File: config.mk
export PLATFORM = sky130hd
export DESIGN_NAME = ctm_mode_ctrl
export DESIGN_NICKNAME = d
export VERILOG_FILES = /design/src/rtl/ctm_pkg.sv /design/src/rtl/ctm_mode_ctrl.sv /design/src/rtl/ctm_sync.sv
export SDC_FILE = /design/constraint.sdc
export NUM_CORES = 1
export LEC_CHECK = 0
export BUFFER_PORTS_ARGS = -buffer_cell sky130_fd_sc_hd__buf_2
export CAP_MARGIN = 25
export CORE_ASPECT_RATIO = 1.1
export CORE_MARGIN = 5
export CORE_UTILIZATION = 45
export DETAILED_ROUTE_END_ITERATION = 16
export GPL_ROUTABILITY_DRIVEN = 0
export HOLD_SLACK_MARGIN = 0.1
export PLACE_DENSITY = 0.65
export SLEW_MARGIN = 20
export SYNTH_ARGS = -nofsm -noshare
export SYNTH_HDL_FRONTEND = slang
export SYNTH_SLANG_ARGS = --single-unit
File: constraint.sdc
create_clock -name mclk_in -period 2.2 [get_ports mclk_in]
set_input_delay 0.33 -clock mclk_in [delete_from_list [all_inputs] [get_ports mclk_in]]
set_output_delay 0.33 -clock mclk_in [all_outputs]
set_load 0.01 [all_outputs]
File: src/rtl/ctm_pkg.sv
package ctm_pkg;

  // Operating modes; power-on reset is a state, not a selectable mode
  typedef enum logic [2:0] {
    M_POR,
    M_NORMAL,
    M_RXONLY,
    M_STANDBY,
    M_GTS,
    M_SLEEP
  } ctm_mode_t;

  // Mode pin pairs {mode_pin_a, standby_ctl_n}
  localparam logic [1:0] PINS_NORMAL = 2'h3;
  localparam logic [1:0] PINS_RXONLY = 2'h1;
  localparam logic [1:0] PINS_STANDBY = 2'h0;
  localparam logic [1:0] PINS_GTS = 2'h2;

  // Clock and timing
  localparam int unsigned CLK_PERIOD_NS = 10;
  // Go-to-sleep hold time before sleep may be entered, rounds down
  localparam int unsigned GTS_HOLD_NS = 50000;
  localparam int unsigned GTS_HOLD_CYC = GTS_HOLD_NS / CLK_PERIOD_NS;
  // Least bus silence before grounding the bias, rounds up
  localparam int unsigned BUS_IDLE_NS = 1000000;
  localparam int unsigned BUS_IDLE_CYC =
    (BUS_IDLE_NS + CLK_PERIOD_NS - 1) / CLK_PERIOD_NS;
  localparam int unsigned CNT_W = 24;

  // Number of synchronised pin inputs
  localparam int unsigned SYNC_W = 10;

  // APB register byte offsets
  localparam logic [7:0] OFS_STATUS = 8'h00;
  localparam logic [7:0] OFS_IRQ_STAT = 8'h04;
  localparam logic [7:0] OFS_IRQ_MASK = 8'h08;
  localparam logic [7:0] OFS_CTRL = 8'h0c;

  // Interrupt bit positions
  localparam int unsigned IRQ_WAKE = 0;
  localparam int unsigned IRQ_MODE = 1;
  localparam int unsigned IRQ_REFUSED = 2;
  localparam int unsigned IRQ_W = 3;

  // Control bit positions and reset values
  localparam int unsigned CTRL_WAKE_CLR = 0;
  localparam int unsigned CTRL_LWU_EN = 1;
  localparam logic LWU_EN_RST = 1'b1;
  localparam logic [IRQ_W-1:0] IRQ_MASK_RST = 3'h0;

endpackage

File: src/rtl/ctm_mode_ctrl.sv
// Local design decisions: the APB register port and the address map.
`timescale 1ns/1ps
// What this block does
// Low transmit input drives dominant, echoed on receive
// Receive output shows bus while transmitting
// Pin pairs decode normal, receive-only, stand-by, go-to-sleep
// Mode pins act only on a level change, never on a held level
// Pin changes need battery or transmit and logic supply
// Exactly five modes plus power-on state
// Driver, receiver, biasing follow mode; mid bias active
// Go-to-sleep keeps regulator on while hold/wake/power-on
// Go-to-sleep releases regulator when all three cleared
// Low-power biasing grounds only after bus silence
// Sleep still detects bus and local wake
// Wake-up shown low on receive and fault outputs
// Sleep entered after hold only without wake/power-on
// Receive-only blocks transmit, keeps receiver
// Early mode pin drop in go-to-sleep gives stand-by
// Wake in sleep or go-to-sleep gives stand-by
// Supply and power-on qualifiers enter synchronised
module ctm_mode_ctrl #(
  parameter int unsigned HOLD_CYC = ctm_pkg::GTS_HOLD_CYC,
  parameter int unsigned IDLE_CYC = ctm_pkg::BUS_IDLE_CYC
) (
  // Clock and reset
  input wire logic mclk_in,
  input wire logic reset_in,
  // Protocol controller side
  input wire logic tx_data_in,
  output logic rx_data_out,
  // Host mode pins and flag
  input wire logic mode_pin_a_in,
  input wire logic standby_ctl_n_in,
  output logic fault_flag_n_out,
  // Bus front end
  input wire logic bus_dominant_in,
  input wire logic bus_wake_pattern_in,
  input wire logic local_wake_in,
  output logic bus_drive_dom_out,
  output logic tx_enable_out,
  output logic rx_enable_out,
  output logic bias_mid_out,
  output logic bias_gnd_out,
  // Regulator control, one-way high-impedance output
  output logic regulator_ctl_out,
  output logic regulator_ctl_oe_out,
  // Supply qualifiers
  input wire logic vbat_ok_in,
  input wire logic vcc_ok_in,
  input wire logic vio_ok_in,
  input wire logic power_on_flag_in,
  // Status
  output logic [2:0] mode_out,
  output logic irq_out,
  // APB slave
  input wire logic psel,
  input wire logic penable,
  input wire logic pwrite,
  input wire logic [7:0] paddr,
  input wire logic [31:0] pwdata,
  output logic [31:0] prdata,
  output logic pready,
  output logic pslverr
);

  //////////////////////////////////////////////////////////////////////////
  // Input synchronisation

  logic [ctm_pkg::SYNC_W-1:0] sync_s; // Synchronised pin bundle
  logic tx_s, pin_a_s, stb_n_s, bus_dom_s, bwup_s, lwake_s;
  logic vbat_s, vcc_s, vio_s, por_s;

  // Every asynchronous pin crosses two flops before any logic sees it; the APB inputs are used directly
  ctm_sync #(.WIDTH(ctm_pkg::SYNC_W)) u_sync (
    .mclk_in(mclk_in),
    .reset_in(reset_in),
    .async_in({tx_data_in, mode_pin_a_in, standby_ctl_n_in,
               bus_dominant_in, bus_wake_pattern_in, local_wake_in,
               vbat_ok_in, vcc_ok_in, vio_ok_in, power_on_flag_in}),
    .sync_out(sync_s)
  );
  assign {tx_s, pin_a_s, stb_n_s, bus_dom_s, bwup_s, lwake_s,
          vbat_s, vcc_s, vio_s, por_s} = sync_s;

  //////////////////////////////////////////////////////////////////////////
  // Mode selection

  ctm_pkg::ctm_mode_t mode_r, mode_nxt; // Current and next mode
  logic [1:0] pins; // {mode_pin_a, standby_ctl_n}
  logic [1:0] pins_prev_r; // Pins at previous cycle
  logic pin_change; // Level change seen on either pin
  logic supply_any; // Battery or transmit supply in range
  logic supply_ok; // Pin changes may be taken
  logic pin_take; // A pin change that is acted on
  logic lowpow; // Stand-by, go-to-sleep or sleep
  logic wake_evt; // Wake-up detected this cycle
  logic wake_pend_r; // Wake-up not yet acknowledged
  logic hold_done; // Go-to-sleep hold time has run out
  logic sil_done; // Bus silent long enough

  // Pin pair to mode, shared by all states that take pin changes
  function automatic ctm_pkg::ctm_mode_t pins_to_mode(input logic [1:0] p);
    case (p)
      ctm_pkg::PINS_NORMAL: pins_to_mode = ctm_pkg::M_NORMAL;
      ctm_pkg::PINS_RXONLY: pins_to_mode = ctm_pkg::M_RXONLY;
      ctm_pkg::PINS_GTS: pins_to_mode = ctm_pkg::M_GTS;
      default: pins_to_mode = ctm_pkg::M_STANDBY;
    endcase
  endfunction

  assign pins = {pin_a_s, stb_n_s};
  assign pin_change = (pins != pins_prev_r);
  assign supply_any = vbat_s | vcc_s;
  assign supply_ok = supply_any & vio_s;
  assign pin_take = pin_change & supply_ok;
  assign lowpow = (mode_r == ctm_pkg::M_STANDBY) ||
                  (mode_r == ctm_pkg::M_GTS) ||
                  (mode_r == ctm_pkg::M_SLEEP);

  // Pin history is kept even while changes are refused, so a level
  // that was missed during a brownout never fires later
  always_ff @(posedge mclk_in) begin
    if (reset_in) begin
      pins_prev_r <= ctm_pkg::PINS_STANDBY;
    end else begin
      pins_prev_r <= pins;
    end
  end

  // Next mode
  always_comb begin
    mode_nxt = mode_r;
    case (mode_r)
      ctm_pkg::M_POR: begin
        // Pins read as stand-by during power-on reset
        if (supply_any) begin
          mode_nxt = ctm_pkg::M_STANDBY;
        end
      end
      ctm_pkg::M_NORMAL, ctm_pkg::M_RXONLY, ctm_pkg::M_STANDBY: begin
        if (pin_take) begin
          mode_nxt = pins_to_mode(pins);
        end
      end
      ctm_pkg::M_GTS: begin
        if (wake_evt) begin
          mode_nxt = ctm_pkg::M_STANDBY;
        end else if (pin_take && pins[0]) begin
          mode_nxt = pins_to_mode(pins);
        end else if (pin_take && !pin_a_s && !hold_done) begin
          mode_nxt = ctm_pkg::M_STANDBY;
        end else if (hold_done && !wake_pend_r && !por_s) begin
          mode_nxt = ctm_pkg::M_SLEEP;
        end
      end
      ctm_pkg::M_SLEEP: begin
        // Stand-by and go-to-sleep pins keep sleep; only wake, supply loss or a high standby_ctl_n leaves it
        if (wake_evt) begin
          mode_nxt = ctm_pkg::M_STANDBY;
        end else if (pin_take && pins[0]) begin
          mode_nxt = pins_to_mode(pins);
        end
      end
      default: begin
        mode_nxt = ctm_pkg::M_POR;
      end
    endcase
    // Losing both main supplies falls back to power-on reset
    if (!supply_any) begin
      mode_nxt = ctm_pkg::M_POR;
    end
  end

  // Mode register
  always_ff @(posedge mclk_in) begin
    if (reset_in) begin
      mode_r <= ctm_pkg::M_POR;
    end else begin
      mode_r <= mode_nxt;
    end
  end

  //////////////////////////////////////////////////////////////////////////
  // Timers

  logic [ctm_pkg::CNT_W-1:0] hold_cnt_r; // Time spent in go-to-sleep
  logic [ctm_pkg::CNT_W-1:0] sil_cnt_r; // Time since last dominant bit

  assign hold_done = (hold_cnt_r == ctm_pkg::CNT_W'(HOLD_CYC));
  assign sil_done = (sil_cnt_r == ctm_pkg::CNT_W'(IDLE_CYC));

  // Hold timer restarts on every entry to go-to-sleep and saturates
  always_ff @(posedge mclk_in) begin
    if (reset_in) begin
      hold_cnt_r <= '0;
    end else if (mode_r != ctm_pkg::M_GTS) begin
      hold_cnt_r <= '0;
    end else if (!hold_done) begin
      hold_cnt_r <= hold_cnt_r + 1'b1;
    end
  end

  // Silence timer starts expired so the bias is grounded after power-on
  always_ff @(posedge mclk_in) begin
    if (reset_in) begin
      sil_cnt_r <= ctm_pkg::CNT_W'(IDLE_CYC);
    end else if (bus_dom_s) begin
      sil_cnt_r <= '0;
    end else if (!sil_done) begin
      sil_cnt_r <= sil_cnt_r + 1'b1;
    end
  end

  //////////////////////////////////////////////////////////////////////////
  // Wake-up detection

  logic bwup_prev_r; // Bus wake pattern level last cycle
  logic lwake_prev_r; // Local wake level last cycle
  logic lwu_en_r; // Software enable of local wake
  logic wake_clr; // Software acknowledge of a wake-up

  // Bus pattern on its rising edge, local wake on either edge; only
  // the low-power modes listen, which keeps sleep cheap
  assign wake_evt = lowpow &&
                    ((bwup_s && !bwup_prev_r) ||
                     (lwu_en_r && (lwake_s != lwake_prev_r)));

  // Edge history
  always_ff @(posedge mclk_in) begin
    if (reset_in) begin
      bwup_prev_r <= 1'b0;
      lwake_prev_r <= 1'b0;
    end else begin
      bwup_prev_r <= bwup_s;
      lwake_prev_r <= lwake_s;
    end
  end

  // Pending flag; a new wake-up wins over any clear in the same cycle
  always_ff @(posedge mclk_in) begin
    if (reset_in) begin
      wake_pend_r <= 1'b0;
    end else if (wake_evt) begin
      wake_pend_r <= 1'b1;
    end else if (wake_clr || mode_r == ctm_pkg::M_NORMAL ||
                 mode_r == ctm_pkg::M_RXONLY) begin
      wake_pend_r <= 1'b0;
    end
  end

  //////////////////////////////////////////////////////////////////////////
  // Pin outputs, all registered

  // Transceiver stages, biasing, flags and regulator
  always_ff @(posedge mclk_in) begin
    if (reset_in) begin
      bus_drive_dom_out <= 1'b0;
      tx_enable_out <= 1'b0;
      rx_enable_out <= 1'b0;
      rx_data_out <= 1'b1;
      fault_flag_n_out <= 1'b1;
      bias_mid_out <= 1'b0;
      bias_gnd_out <= 1'b0;
      regulator_ctl_out <= 1'b0;
      regulator_ctl_oe_out <= 1'b0;
      mode_out <= 3'h0;
    end else begin
      tx_enable_out <= (mode_r == ctm_pkg::M_NORMAL);
      bus_drive_dom_out <= (mode_r == ctm_pkg::M_NORMAL) && !tx_s;
      rx_enable_out <= (mode_r == ctm_pkg::M_NORMAL) ||
                       (mode_r == ctm_pkg::M_RXONLY);
      if (mode_r == ctm_pkg::M_NORMAL || mode_r == ctm_pkg::M_RXONLY) begin
        rx_data_out <= !bus_dom_s;
      end else if (lowpow) begin
        rx_data_out <= !wake_pend_r;
      end else begin
        rx_data_out <= 1'b1;
      end
      // Receive-only also shows the power-on flag on the fault pin
      if (lowpow) begin
        fault_flag_n_out <= !wake_pend_r;
      end else begin
        fault_flag_n_out <= !(mode_r == ctm_pkg::M_RXONLY && por_s);
      end
      // Mid bias in active modes, and in low power until bus is quiet
      bias_mid_out <= (mode_r == ctm_pkg::M_NORMAL) ||
                      (mode_r == ctm_pkg::M_RXONLY) ||
                      (lowpow && !sil_done);
      bias_gnd_out <= lowpow && sil_done;
      // Regulator drive always pulls to battery; the enable decides
      regulator_ctl_out <= 1'b1;
      case (mode_r)
        ctm_pkg::M_POR: regulator_ctl_oe_out <= vbat_s;
        ctm_pkg::M_SLEEP: regulator_ctl_oe_out <= 1'b0;
        ctm_pkg::M_GTS: begin
          regulator_ctl_oe_out <= !hold_done || wake_pend_r || por_s;
        end
        default: regulator_ctl_oe_out <= 1'b1;
      endcase
      mode_out <= 3'(mode_r);
    end
  end

  //////////////////////////////////////////////////////////////////////////
  // APB registers and interrupt

  logic [ctm_pkg::IRQ_W-1:0] irq_stat_r; // Sticky events
  logic [ctm_pkg::IRQ_W-1:0] irq_mask_r; // Event enables
  logic [ctm_pkg::IRQ_W-1:0] irq_evt; // Events this cycle
  logic wr_en; // Write completes this edge
  logic [31:0] rd_nxt; // Read data for the addressed register
  logic hit; // Address is mapped

  assign wr_en = psel && penable && pwrite && pready;
  assign wake_clr = wr_en && paddr == ctm_pkg::OFS_CTRL &&
                    pwdata[ctm_pkg::CTRL_WAKE_CLR];
  assign irq_evt[ctm_pkg::IRQ_WAKE] = wake_evt;
  assign irq_evt[ctm_pkg::IRQ_MODE] = (mode_nxt != mode_r);
  assign irq_evt[ctm_pkg::IRQ_REFUSED] = pin_change && !supply_ok;

  // Read decode
  always_comb begin
    rd_nxt = 32'h0;
    hit = 1'b1;
    case (paddr)
      ctm_pkg::OFS_STATUS: begin
        rd_nxt = {25'h0, por_s, hold_done, sil_done, wake_pend_r,
                  3'(mode_r)};
      end
      ctm_pkg::OFS_IRQ_STAT: rd_nxt = {29'h0, irq_stat_r};
      ctm_pkg::OFS_IRQ_MASK: rd_nxt = {29'h0, irq_mask_r};
      ctm_pkg::OFS_CTRL: rd_nxt = {30'h0, lwu_en_r, 1'b0};
      default: hit = 1'b0;
    endcase
  end

  // One-cycle access phase: ready and data are staged in setup
  always_ff @(posedge mclk_in) begin
    if (reset_in) begin
      pready <= 1'b0;
      pslverr <= 1'b0;
      prdata <= 32'h0;
    end else begin
      pready <= psel && !penable;
      pslverr <= psel && !penable && !hit;
      prdata <= (psel && !penable && !pwrite) ? rd_nxt : 32'h0;
    end
  end

  // Writable control and mask
  always_ff @(posedge mclk_in) begin
    if (reset_in) begin
      irq_mask_r <= ctm_pkg::IRQ_MASK_RST;
      lwu_en_r <= ctm_pkg::LWU_EN_RST;
    end else if (wr_en && paddr == ctm_pkg::OFS_IRQ_MASK) begin
      irq_mask_r <= pwdata[ctm_pkg::IRQ_W-1:0];
    end else if (wr_en && paddr == ctm_pkg::OFS_CTRL) begin
      lwu_en_r <= pwdata[ctm_pkg::CTRL_LWU_EN];
    end
  end

  // Sticky status, write one to clear; a new event wins over the clear
  always_ff @(posedge mclk_in) begin
    if (reset_in) begin
      irq_stat_r <= '0;
    end else if (wr_en && paddr == ctm_pkg::OFS_IRQ_STAT) begin
      irq_stat_r <= (irq_stat_r & ~pwdata[ctm_pkg::IRQ_W-1:0]) | irq_evt;
    end else begin
      irq_stat_r <= irq_stat_r | irq_evt;
    end
  end

  // Level interrupt
  always_ff @(posedge mclk_in) begin
    if (reset_in) begin
      irq_out <= 1'b0;
    end else begin
      irq_out <= |(irq_stat_r & irq_mask_r);
    end
  end

  //////////////////////////////////////////////////////////////////////////
  // Checks

  a_drive_from_tx: assert property (@(posedge mclk_in) disable iff (reset_in)
    (mode_r == ctm_pkg::M_NORMAL && !tx_s) |=> bus_drive_dom_out)
    else $error("dominant not driven for low transmit input");
  a_rx_shows_bus: assert property (@(posedge mclk_in) disable iff (reset_in)
    (mode_r == ctm_pkg::M_NORMAL && bus_dom_s) |=> !rx_data_out)
    else $error("receive output misses dominant bus");
  a_tx_blocked_idle: assert property (@(posedge mclk_in) disable iff (reset_in)
    bus_drive_dom_out |-> $past(mode_r) == ctm_pkg::M_NORMAL)
    else $error("bus driven outside normal mode");
  a_mode_holds_still: assert property (@(posedge mclk_in)
    disable iff (reset_in)
    (!pin_change && supply_any && (mode_r == ctm_pkg::M_NORMAL ||
      mode_r == ctm_pkg::M_RXONLY)) |=> $stable(mode_r))
    else $error("mode changed without pin event");
  a_refused_no_supply: assert property (@(posedge mclk_in)
    disable iff (reset_in)
    (pin_change && supply_any && !vio_s && (mode_r == ctm_pkg::M_NORMAL ||
      mode_r == ctm_pkg::M_RXONLY))
    |=> mode_r == $past(mode_r))
    else $error("mode change taken without logic supply");
  a_gts_reg_on: assert property (@(posedge mclk_in) disable iff (reset_in)
    (mode_r == ctm_pkg::M_GTS && (!hold_done || wake_pend_r || por_s))
    |=> regulator_ctl_oe_out && regulator_ctl_out)
    else $error("regulator released too early");
  a_gts_reg_off: assert property (@(posedge mclk_in) disable iff (reset_in)
    (mode_r == ctm_pkg::M_GTS && hold_done && !wake_pend_r && !por_s &&
     !wake_evt && !pin_take)
    |=> !regulator_ctl_oe_out ##1 !regulator_ctl_oe_out)
    else $error("regulator still driven after hold");
  a_sleep_entry: assert property (@(posedge mclk_in) disable iff (reset_in)
    $rose(mode_r == ctm_pkg::M_SLEEP) |-> $past(mode_r) == ctm_pkg::M_GTS
    && $past(hold_done) && !$past(wake_pend_r))
    else $error("sleep entered without expired hold");
  a_early_drop: assert property (@(posedge mclk_in) disable iff (reset_in)
    (mode_r == ctm_pkg::M_GTS && !hold_done && !wake_evt && supply_ok &&
     pin_change && pins == ctm_pkg::PINS_STANDBY)
    |=> mode_r == ctm_pkg::M_STANDBY)
    else $error("early pin drop did not give stand-by");
  a_wake_standby: assert property (@(posedge mclk_in) disable iff (reset_in)
    (wake_evt && supply_any && mode_r == ctm_pkg::M_SLEEP)
    |=> mode_r == ctm_pkg::M_STANDBY ##1 !rx_data_out && !fault_flag_n_out)

    else $error("wake-up not acted on");
  a_bias_after_idle: assert property (@(posedge mclk_in)
    disable iff (reset_in)
    bias_gnd_out |-> $past(sil_done) && !bias_mid_out)
    else $error("bias grounded before bus silence");

endmodule

File: src/rtl/ctm_sync.sv
`timescale 1ns/1ps
// Two-stage synchroniser for a bundle of asynchronous levels
module ctm_sync #(
  parameter int unsigned WIDTH = 1
) (
  // Clock and reset
  input wire logic mclk_in,
  input wire logic reset_in,
  // Levels
  input wire logic [WIDTH-1:0] async_in,
  output logic [WIDTH-1:0] sync_out
);

  // First stage, read only by the second stage
  logic [WIDTH-1:0] meta_r;

  // Both stages reset to a constant low
  always_ff @(posedge mclk_in) begin
    if (reset_in) begin
      meta_r <= '0;
      sync_out <= '0;
    end else begin
      meta_r <= async_in;
      sync_out <= meta_r;
    end
  end

endmodule

==> results.json, run 1 <==
{
  "outcome": "finished clean",
  "clock_skew_ns": 0.00884,
  "clk_transition_reported_paths_ns": 0.07,
  "clkPwrFrac_pct": 43.9,
  "min_path_type": "primary input to flip-flop",
  "leakage_nw": 2.00,
  "initial_utilization_pct": 45.5,
  "syn_area_sq_um": 4680,
  "stdcell_count": 717,
  "clockBufferDepth": 2,
  "p_switching_mw": 0.934,
  "ys_seq_area_share_pct": 44.9,
  "drt_pass1_iterations": 5,
  "synth_top_area_share_pct": 44.9,
  "area_delta_synth_final_pct": 12.7,
  "power_mw": 4.14,
  "finalMaxSlewViolations": 0,
  "crit_fanout": 5,
  "num_antenna_cells": 0,
  "cp-end-kind": "flip-flop",
  "fill_cells": 991,
  "cts_buffers": 9,
  "grt_pass1_wl_microns": 15400,
  "rows": 39,
  "first_global_vias": 3351,
  "portBuffers": 47,
  "htreeDepth": 3,
  "cts_setup_buffers": 0,
  "coreArea_sq_um": 10300,
  "dieArea_sq_um": 12600,
  "swShare_pct": 22.6,
  "vias": 3574,
  "syn_inst": 523,
  "synthArstFlopShare_pct": 0,
  "synth_cell_types": 63,
  "regToRegStartpoint": "hold_cnt_r[0]",
  "ir_drop_mv": 0.406,
  "timing.final.crit_period_ns": 2.01,
  "synth_top_cell_by_area": "dfxtp_1",
  "critPathLaunch": "hold_cnt_r[0]",
  "p_seq_share_pct": 48.5,
  "initialDrtViolationCount": 213,
  "setup_tns_ns": 0,
  "die_h_microns": 117,
  "routed_via_density": 4.98,
  "wl_per_cell_microns": 12.8,
  "synth_seq_cells": 105,
  "drv_cap": 0,
  "dp.cells": 701,
  "ctsHoldBuffers": 0,
  "cts-root-buf": "clkbuf_16",
  "yosysWarnings": 0,
  "p_per_area_nw_per_um2": 784,
  "setup-violations-final": 0,
  "drive_gt1_share_pct": 15.0,
  "p_int_mw": 3.20,
  "grt_setup_unrepaired": "no",
  "clock_latency_ns": 0.34,
  "synthFlopType": "dfxtp_1",
  "drc": 0,
  "dp_hpwl_microns": 6660,
  "fmax_ghz": 0.497,
  "crit_required_ns": 2.46,
  "grt_max_degree": 47,
  "clock-sinks": 105,
  "cts_tree": "built",
  "post_cts_resized": 0,
  "hold_start": "penable",
  "combPwrFrac_pct": 7.6,
  "synth_edf_count": 0,
  "ios": 102,
  "antenna_found_initial": 0,
  "drt-total-wl_microns": 9190,
  "gr-total-overflow": 0,
  "synth.avg_cell_area_sq_um": 8.95,
  "arrival_ns": 2.27,
  "final_util_pct": 51.2,
  "antenna_left": 0,
  "ys_top_cells_by_area": "dfxtp_1 (45%), xor2_1 (6.0%), nor2_1 (5.8%)",
  "fp.dieW_microns": 107,
  "hold_violations": 0,
  "crit_type": "flip-flop to flip-flop",
  "nets": 631,
  "period_share_pct": 91.5,
  "track_usage_pct": 15.2,
  "critPathLaunchType": "flip-flop"
}
[synthesized netlist by cell type, types with 2 or more instances]
cell / number
dfxtp_1: 105
nor2_1: 72
nand2_1: 37
xor2_1: 32
nand3_1: 30
nor2b_1: 27
buf_4: 25
a21oi_1: 18
o21ai_0: 17
xnor2_1: 15
inv_1: 14
nand4_1: 13
and3_1: 10
clkbuf_1: 10
nor3_1: 10
nor4_1: 8
ha_1: 7
or3_1: 5
clkbuf_8: 4
a211oi_1: 3
mux2i_1: 3
nor3b_1: 3
nor4b_1: 3
o211ai_1: 3
or2_2: 3
a22oi_1: 2
and2_1: 2
buf_2: 2
buf_6: 2
clkinv_1: 2
nand2b_1: 2
nor4_2: 2
o31ai_1: 2
[through the flow]
stage	hold slack (ns)	instance area [sq um]	worst slack [ns]
after detailed placement	0.396	4930	0.200
after global routing	0.179	5280	0.00786
final	0.180	5280	0.188
after global placement	0.383	4930	0.213
after CTS	0.171	5280	0.176
after floorplan	0.374	4770	0.440
[power by group through the flow]
stage	Sequential [mW]	Clock [mW]	Combinational, mW
finish	2.01	1.82	0.313
global route	2.01	1.94	0.355
CTS	2.01	1.86	0.314
detailed placement	2.05	0	0.310
global placement	2.05	0	0.305
floorplan	2.04	0	0.269
[final timing paths]
| kind | cells after the start | slack (ns) | endpoint |
|---|---|---|---|
| worst max-delay path | 8 | 0.19 | irq_stat_r[1] |
| worst min-delay path | 2 | 0.18 | pready |
| worst max register to register | 8 | 0.19 | irq_stat_r[1] |
| worst min register to register | 1 | 0.40 | bus_drive_dom_out |
[layout by cell type, fill, tap and decap left out, types with 13 or more instances in the layout]
master | synthesis | routed
dfxtp_1 | 105 | 105
nor2_1 | 72 | 72
buf_2 | 2 | 47
nand2_1 | 37 | 37
xor2_1 | 32 | 32
nand3_1 | 30 | 30
nor2b_1 | 27 | 27
conb_1 | 1 | 25
a21oi_1 | 18 | 18
o21ai_0 | 17 | 17
xnor2_1 | 15 | 15
inv_1 | 14 | 14
nand4_1 | 13 | 13
[layout make-up]
type                    count  area [sq um]  area share, %
clock buffers               9           225           4.27
clock inverters             7           124           2.35
inverters                  16          60.1           1.14
multi-input cells         383          2300           43.6
flip-flops and latches    105          2100           39.8
well taps                 143           179           3.39
repair buffers             54           288           5.45
[per-layer routing]
layer  up-vias  global-route usage, %  share of wire [%]
li1       1829                      -                  -
met1      1636                   19.4                 46
met2        98                   24.7                 47
met3        11                   3.62                6.0
met4         0                   6.31                1.2
met5         -                      0                  0
[kinds of logic (layout without fill, tap and decap cells)]
group                    count (synthesis)  in the layout  synth area share (%)
XOR/XNOR                                47             47                  8.79
other                                    1             25                0.0801
AO/OA/AOI/OAI                           61             61                  8.55
AND/OR/NAND/NOR                        239            239                  26.7
multiplexers                             4              4                  1.12
buffers and inverters                   59             86                  7.96
adder cells (fa/ha/maj)                  7              7                  1.87
flip-flops                             105            105                  44.9
[registers in the layout, summed over array words and instances (netlist names), 2 cells and up]
signal,cells
mode_r,3
u_sync.meta_r,10
pins_prev_r,2
mode_out,3
u_sync.sync_out,10
sil_cnt_r,24
hold_cnt_r,24
irq_mask_r,3
irq_stat_r,3
prdata,7
[worst max-delay path, cell delays in order, from the launching register on]
cell     delay [ns]
dfxtp_1        0.40
inv_1          0.10
ha_1           0.20
nor4b_4        0.12
nand4_1        0.17
or2_1          0.22
nand4_1        0.17
a311o_1        0.36
a41oi_1        0.18
Power figures use the tool's default switching activity.
==> run 2: changes to the inputs <==
--- a/config.mk
+++ b/config.mk
@@ -5,7 +5,7 @@
 export SDC_FILE = /design/constraint.sdc
 export NUM_CORES = 1
 export LEC_CHECK = 0
-export BUFFER_PORTS_ARGS = -buffer_cell sky130_fd_sc_hd__buf_2
+export BUFFER_PORTS_ARGS = -buffer_cell sky130_fd_sc_hd__clkbuf_2
 export CAP_MARGIN = 25
 export CORE_ASPECT_RATIO = 1.1
 export CORE_MARGIN = 5
==> results.json, run 2 (same netlist as run 1, synthesis figures left out) <==
{
  "crit_type": "flip-flop to flip-flop",
  "crit_fanout": 5,
  "seq_area_sq_um": 2100,
  "cts_setup_buffers": 0,
  "critPathLaunch": "hold_cnt_r[0]",
  "grt_pass1_wl_microns": 15400,
  "grt_setup_unrepaired": "no",
  "post_cts_resized": 0,
  "fmax_ghz": 0.497,
  "min_path_type": "primary input to flip-flop",
  "fill_cells": 1007,
  "setup-violations-final": 0,
  "cts-root-buf": "clkbuf_16",
  "finalMaxSlewViolations": 0,
  "cp_common_cell": "nand4_1",
  "critPathLaunchType": "flip-flop",
  "rrSetupSlack_ns": 0.19,
  "crit_chain": "inv_1 > ha_1 > nor4b_4 > nand4_1 > or2_1 > nand4_1 > a311o_1 > a41oi_1",
  "nets": 631,
  "htreeDepth": 3,
  "drive_gt1_share_pct": 14.8,
  "first_global_vias": 3385,
  "grt_use_met2_pct": 25.2,
  "leakage_nw": 2.00,
  "clk_transition_reported_paths_ns": 0.07,
  "cp-end-kind": "flip-flop",
  "num_antenna_cells": 0,
  "die_h_microns": 117,
  "clockBufferDepth": 2,
  "setup_tns_ns": 0,
  "pre_cts_ws_ns": 0.207,
  "vias": 3557,
  "multi_input_area_sq_um": 2300,
  "rows": 39,
  "cts_tree": "built",
  "regToRegStartpoint": "hold_cnt_r[0]",
  "timing.final.crit_period_ns": 2.01,
  "track_usage_pct": 15.3,
  "dieArea_sq_um": 12600,
  "period_share_pct": 91.5,
  "drt-total-wl_microns": 9250,
  "grt_use_met1_pct": 19.2,
  "gr-total-overflow": 0,
  "p_per_area_nw_per_um2": 782,
  "drv_cap": 0,
  "outcome": "finished clean",
  "layout_commonest_cell": "dfxtp_1",
  "slowest_stage": "dfxtp_1",
  "top_usage_layer": "met2",
  "clock_skew_ns": 0.00307,
  "wl_per_cell_microns": 12.9,
  "initialDrtViolationCount": 192,
  "hold_start": "penable",
  "ctsHoldBuffers": 0,
  "hold_violations": 0,
  "finalWorstSetupSlack_ns": 0.187,
  "dp_hpwl_microns": 6660,
  "initial_utilization_pct": 45.5,
  "ios": 102,
  "reg_top3": "hold_cnt_r: 24 flops, sil_cnt_r: 24 flops",
  "drc": 0,
  "crit_required_ns": 2.46,
  "cts_buffers": 9,
  "coreArea_sq_um": 10300,
  "fp.dieW_microns": 107,
  "ir_drop_mv": 0.459,
  "routed_via_density": 4.96,
  "portBuffers": 47,
  "clock-sinks": 105,
  "arrival_ns": 2.27,
  "clock_latency_ns": 0.34,
  "drt_pass1_iterations": 4,
  "cp_slowest_stage_delay_ns": 0.40,
  "grt.met3_usage_pct": 4.39,
  "antenna_left": 0,
  "layout_common_cells": "dfxtp_1 (105), nor2_1 (72), clkbuf_2 (47), nand2_1 (37), xor2_1 (32)",
  "area_delta_synth_final_pct": 12.6,
  "antenna_found_initial": 0,
  "grt_max_degree": 46
}
-- run 2: changes by cell type in the layout (fill, tap and decap cells not counted), sizes merged --
cell / previous run / this run
buf: 54 / 7
clkbuf: 9 / 58
inv: 16 / 14
-- run 2: worst paths after layout --
path | to | cells past startpoint
hold / removal | pready | 2
setup reg to reg | irq_stat_r[1] | 8
setup / recovery | irq_stat_r[1] | 8
hold reg to reg | bus_drive_dom_out | 1
-- run 2: report_power, final --
part           switching (mW)  internal (mW)
Clock                   0.662           1.14
Combinational           0.185          0.128
Sequential             0.0511           1.96
-- run 2: per-layer routing --
metal / vias to the layer above / wire (microns) / part of all wire (%)
li1: 1821 / - / -
met5: - / 0 / 0
met3: 12 / 483 / 5.2
met1: 1628 / 4400 / 48
met2: 96 / 4240 / 46
met4: 0 / 118 / 1.3
-- run 2: layout make-up --
cell class                 count  area share (%)
clock buffer                  11            4.60
clock inverter                 5            1.95
inverter                      16            1.14
multi-input combinational    383            43.6
sequential                   105            39.9
tap                          143            3.39
timing repair buffer          54            5.46
-- run 2: stage by stage --
step	std cells	hold WS [ns]	total power, mW	instance area, sq um	util, %
after detailed placement	701	0.384	2.36	4930	47.9
final	717	0.181	4.12	5270	51.2
after CTS	717	0.171	4.17	5270	51.2
after global routing	717	0.180	4.30	5270	51.2
after floorplan	547	0.374	2.31	4770	-
after global placement	701	0.383	2.35	4930	47.9
-- run 2: worst max-delay path, delay by kind of cell, from the launching register on --
family                   cells  cell delay (ns)
adder cells (fa/ha/maj)      1             0.20
AO/OA/AOI/OAI                2             0.55
flip-flops                   1             0.40
AND/OR/NAND/NOR              4             0.70
buffers and inverters        1             0.09
==> run 3: changes to the inputs <==
==> constraint.sdc (replaced) <==
create_clock -name mclk_in -period 2.4 [get_ports mclk_in]
set_input_delay 0.36 -clock mclk_in [delete_from_list [all_inputs] [get_ports mclk_in]]
set_output_delay 0.36 -clock mclk_in [all_outputs]
set_load 0.01 [all_outputs]
==> results.json, run 3 (same netlist as run 1, synthesis figures left out) <==
{
  "ios": 102,
  "dp.cells": 698,
  "gr-total-overflow": 0,
  "cp_common_cell": "nand4_1",
  "cts_tree": "built",
  "stdcell_count": 714,
  "crit_required_ns": 2.65,
  "first_global_vias": 3283,
  "portBuffers": 47,
  "dp_hpwl_microns": 6540,
  "crit_type": "flip-flop to flip-flop",
  "leakage_nw": 1.95,
  "setup-violations-final": 0,
  "period_share_pct": 84.5,
  "rrSetupSlack_ns": 0.37,
  "fp.dieW_microns": 107,
  "final_cell_area_sq_um": 5180,
  "clockBufferDepth": 2,
  "setup_tns_ns": 0,
  "critPathLaunchType": "flip-flop",
  "vias": 3543,
  "cts-root-buf": "clkbuf_16",
  "rows": 39,
  "highest_layer": "met4",
  "outcome": "finished clean",
  "crit_buf_inv": 1,
  "grt_setup_unrepaired": "no",
  "final_util_pct": 50.3,
  "cp_slowest_stage_delay_ns": 0.40,
  "drc": 0,
  "cts_setup_buffers": 0,
  "min_path_type": "primary input to flip-flop",
  "hold_violations": 0,
  "cts_buffers": 9,
  "grt_max_degree": 46,
  "worstMarginPinSlew_ns": 0.557,
  "power_mw": 3.47,
  "r2r_end": "irq_stat_r[1]",
  "clock-sinks": 105,
  "crit_end": "irq_stat_r[1]",
  "met2_length_microns": 4240,
  "initial_utilization_pct": 45.5,
  "layout_commonest_cell": "dfxtp_1",
  "wl_per_cell_microns": 12.8,
  "cp-end-kind": "flip-flop",
  "arrival_ns": 2.28,
  "post_dp_cell_area_sq_um": 4900,
  "routed_via_density": 4.96,
  "clk_transition_reported_paths_ns": 0.06,
  "die_h_microns": 117,
  "drt_pass1_iterations": 4,
  "r2r_cells": 8,
  "reg_top3": "hold_cnt_r: 24 flops, sil_cnt_r: 24 flops",
  "track_usage_pct": 15.0,
  "crit_fanout": 5,
  "drv_cap": 0,
  "coreArea_sq_um": 10300,
  "clock_latency_ns": 0.33,
  "finalMaxSlewViolations": 0,
  "num_antenna_cells": 0,
  "layout_common_cells": "dfxtp_1 (105), nor2_1 (72), clkbuf_2 (47), nand2_1 (37), xor2_1 (32)",
  "antenna_left": 0,
  "htreeDepth": 3,
  "wl_met3_microns": 454,
  "grt_pass1_wl_microns": 15200,
  "drive_gt1_share_pct": 14.0,
  "timing.final.crit_period_ns": 2.03,
  "multi_input_area_sq_um": 2300,
  "cp_top_family": "simple AND/OR/NAND/NOR gates",
  "critPathLaunch": "hold_cnt_r[0]",
  "finalWorstSetupSlack_ns": 0.371,
  "seq_area_sq_um": 2100,
  "fill_cells": 992,
  "slew_headroom_pct": 62.8,
  "fmax_ghz": 0.493,
  "initialDrtViolationCount": 276,
  "dieArea_sq_um": 12600,
  "slowest_stage": "dfxtp_1",
  "pre_cts_ws_ns": 0.398,
  "path_depth": 8,
  "regToRegStartpoint": "hold_cnt_r[0]",
  "ir_drop_mv": 0.267,
  "area_delta_synth_final_pct": 10.6,
  "nets": 628,
  "crit_chain": "inv_1 > ha_1 > nor4b_4 > nand4_1 > or2_1 > nand4_1 > a311o_1 > a41oi_1",
  "drt-met1-wl_microns": 4410,
  "ctsHoldBuffers": 0,
  "hold_slack_ns": 0.221,
  "p_per_area_nw_per_um2": 669,
  "clock_skew_ns": 0.00662,
  "antenna_found_initial": 0,
  "post_cts_resized": 0,
  "drt-total-wl_microns": 9160
}
run 3: cell types whose count changed in the layout (fill, tap and decap cells not counted):
cell / previous run / this run
buf_4: 7 / 4
clkbuf_1: 1 / 3
clkbuf_8: 1 / 2
bufinv_16: 3 / 0
run 3: report_power, final:
part           total [mW]  internal [mW]  switching [mW]  leakage [nW]
registers            1.84           1.79          0.0525         0.854
logic               0.280          0.113           0.167         0.961
clock network        1.34          0.760           0.583         0.133
run 3: how the worst min path moves through the flow:
stage / start / end / slack (ns) / cells after the start
2_1_floorplan: u_sync.sync_out[9] / bus_drive_dom_out / 0.37 / 1
3_3_place_gp: u_sync.sync_out[9] / bus_drive_dom_out / 0.38 / 1
3_5_place_dp: u_sync.sync_out[9] / bus_drive_dom_out / 0.39 / 1
4_1_cts: penable / pready / 0.21 / 2
5_1_grt: local_wake_in / u_sync.meta_r[4] / 0.22 / 2
6_report: penable / pready / 0.22 / 2
run 3: area by class of cell:
class / instances / share of cell area, %
Clock buffer: 14 / 5.10
Timing Repair Buffer: 51 / 5.12
Inverter: 16 / 1.16
Multi-Input combinational cell: 383 / 44.4
Clock inverter: 2 / 0.241
Tap cell: 143 / 3.45
Sequential cell: 105 / 40.6
run 3: routing by layer:
| metal | vias up | global-route usage (%) |
|---|---|---|
| li1 | 1834 | - |
| met1 | 1624 | 20.4 |
| met2 | 83 | 23.4 |
| met3 | 2 | 3.40 |
| met4 | 0 | 5.71 |
| met5 | - | 0 |
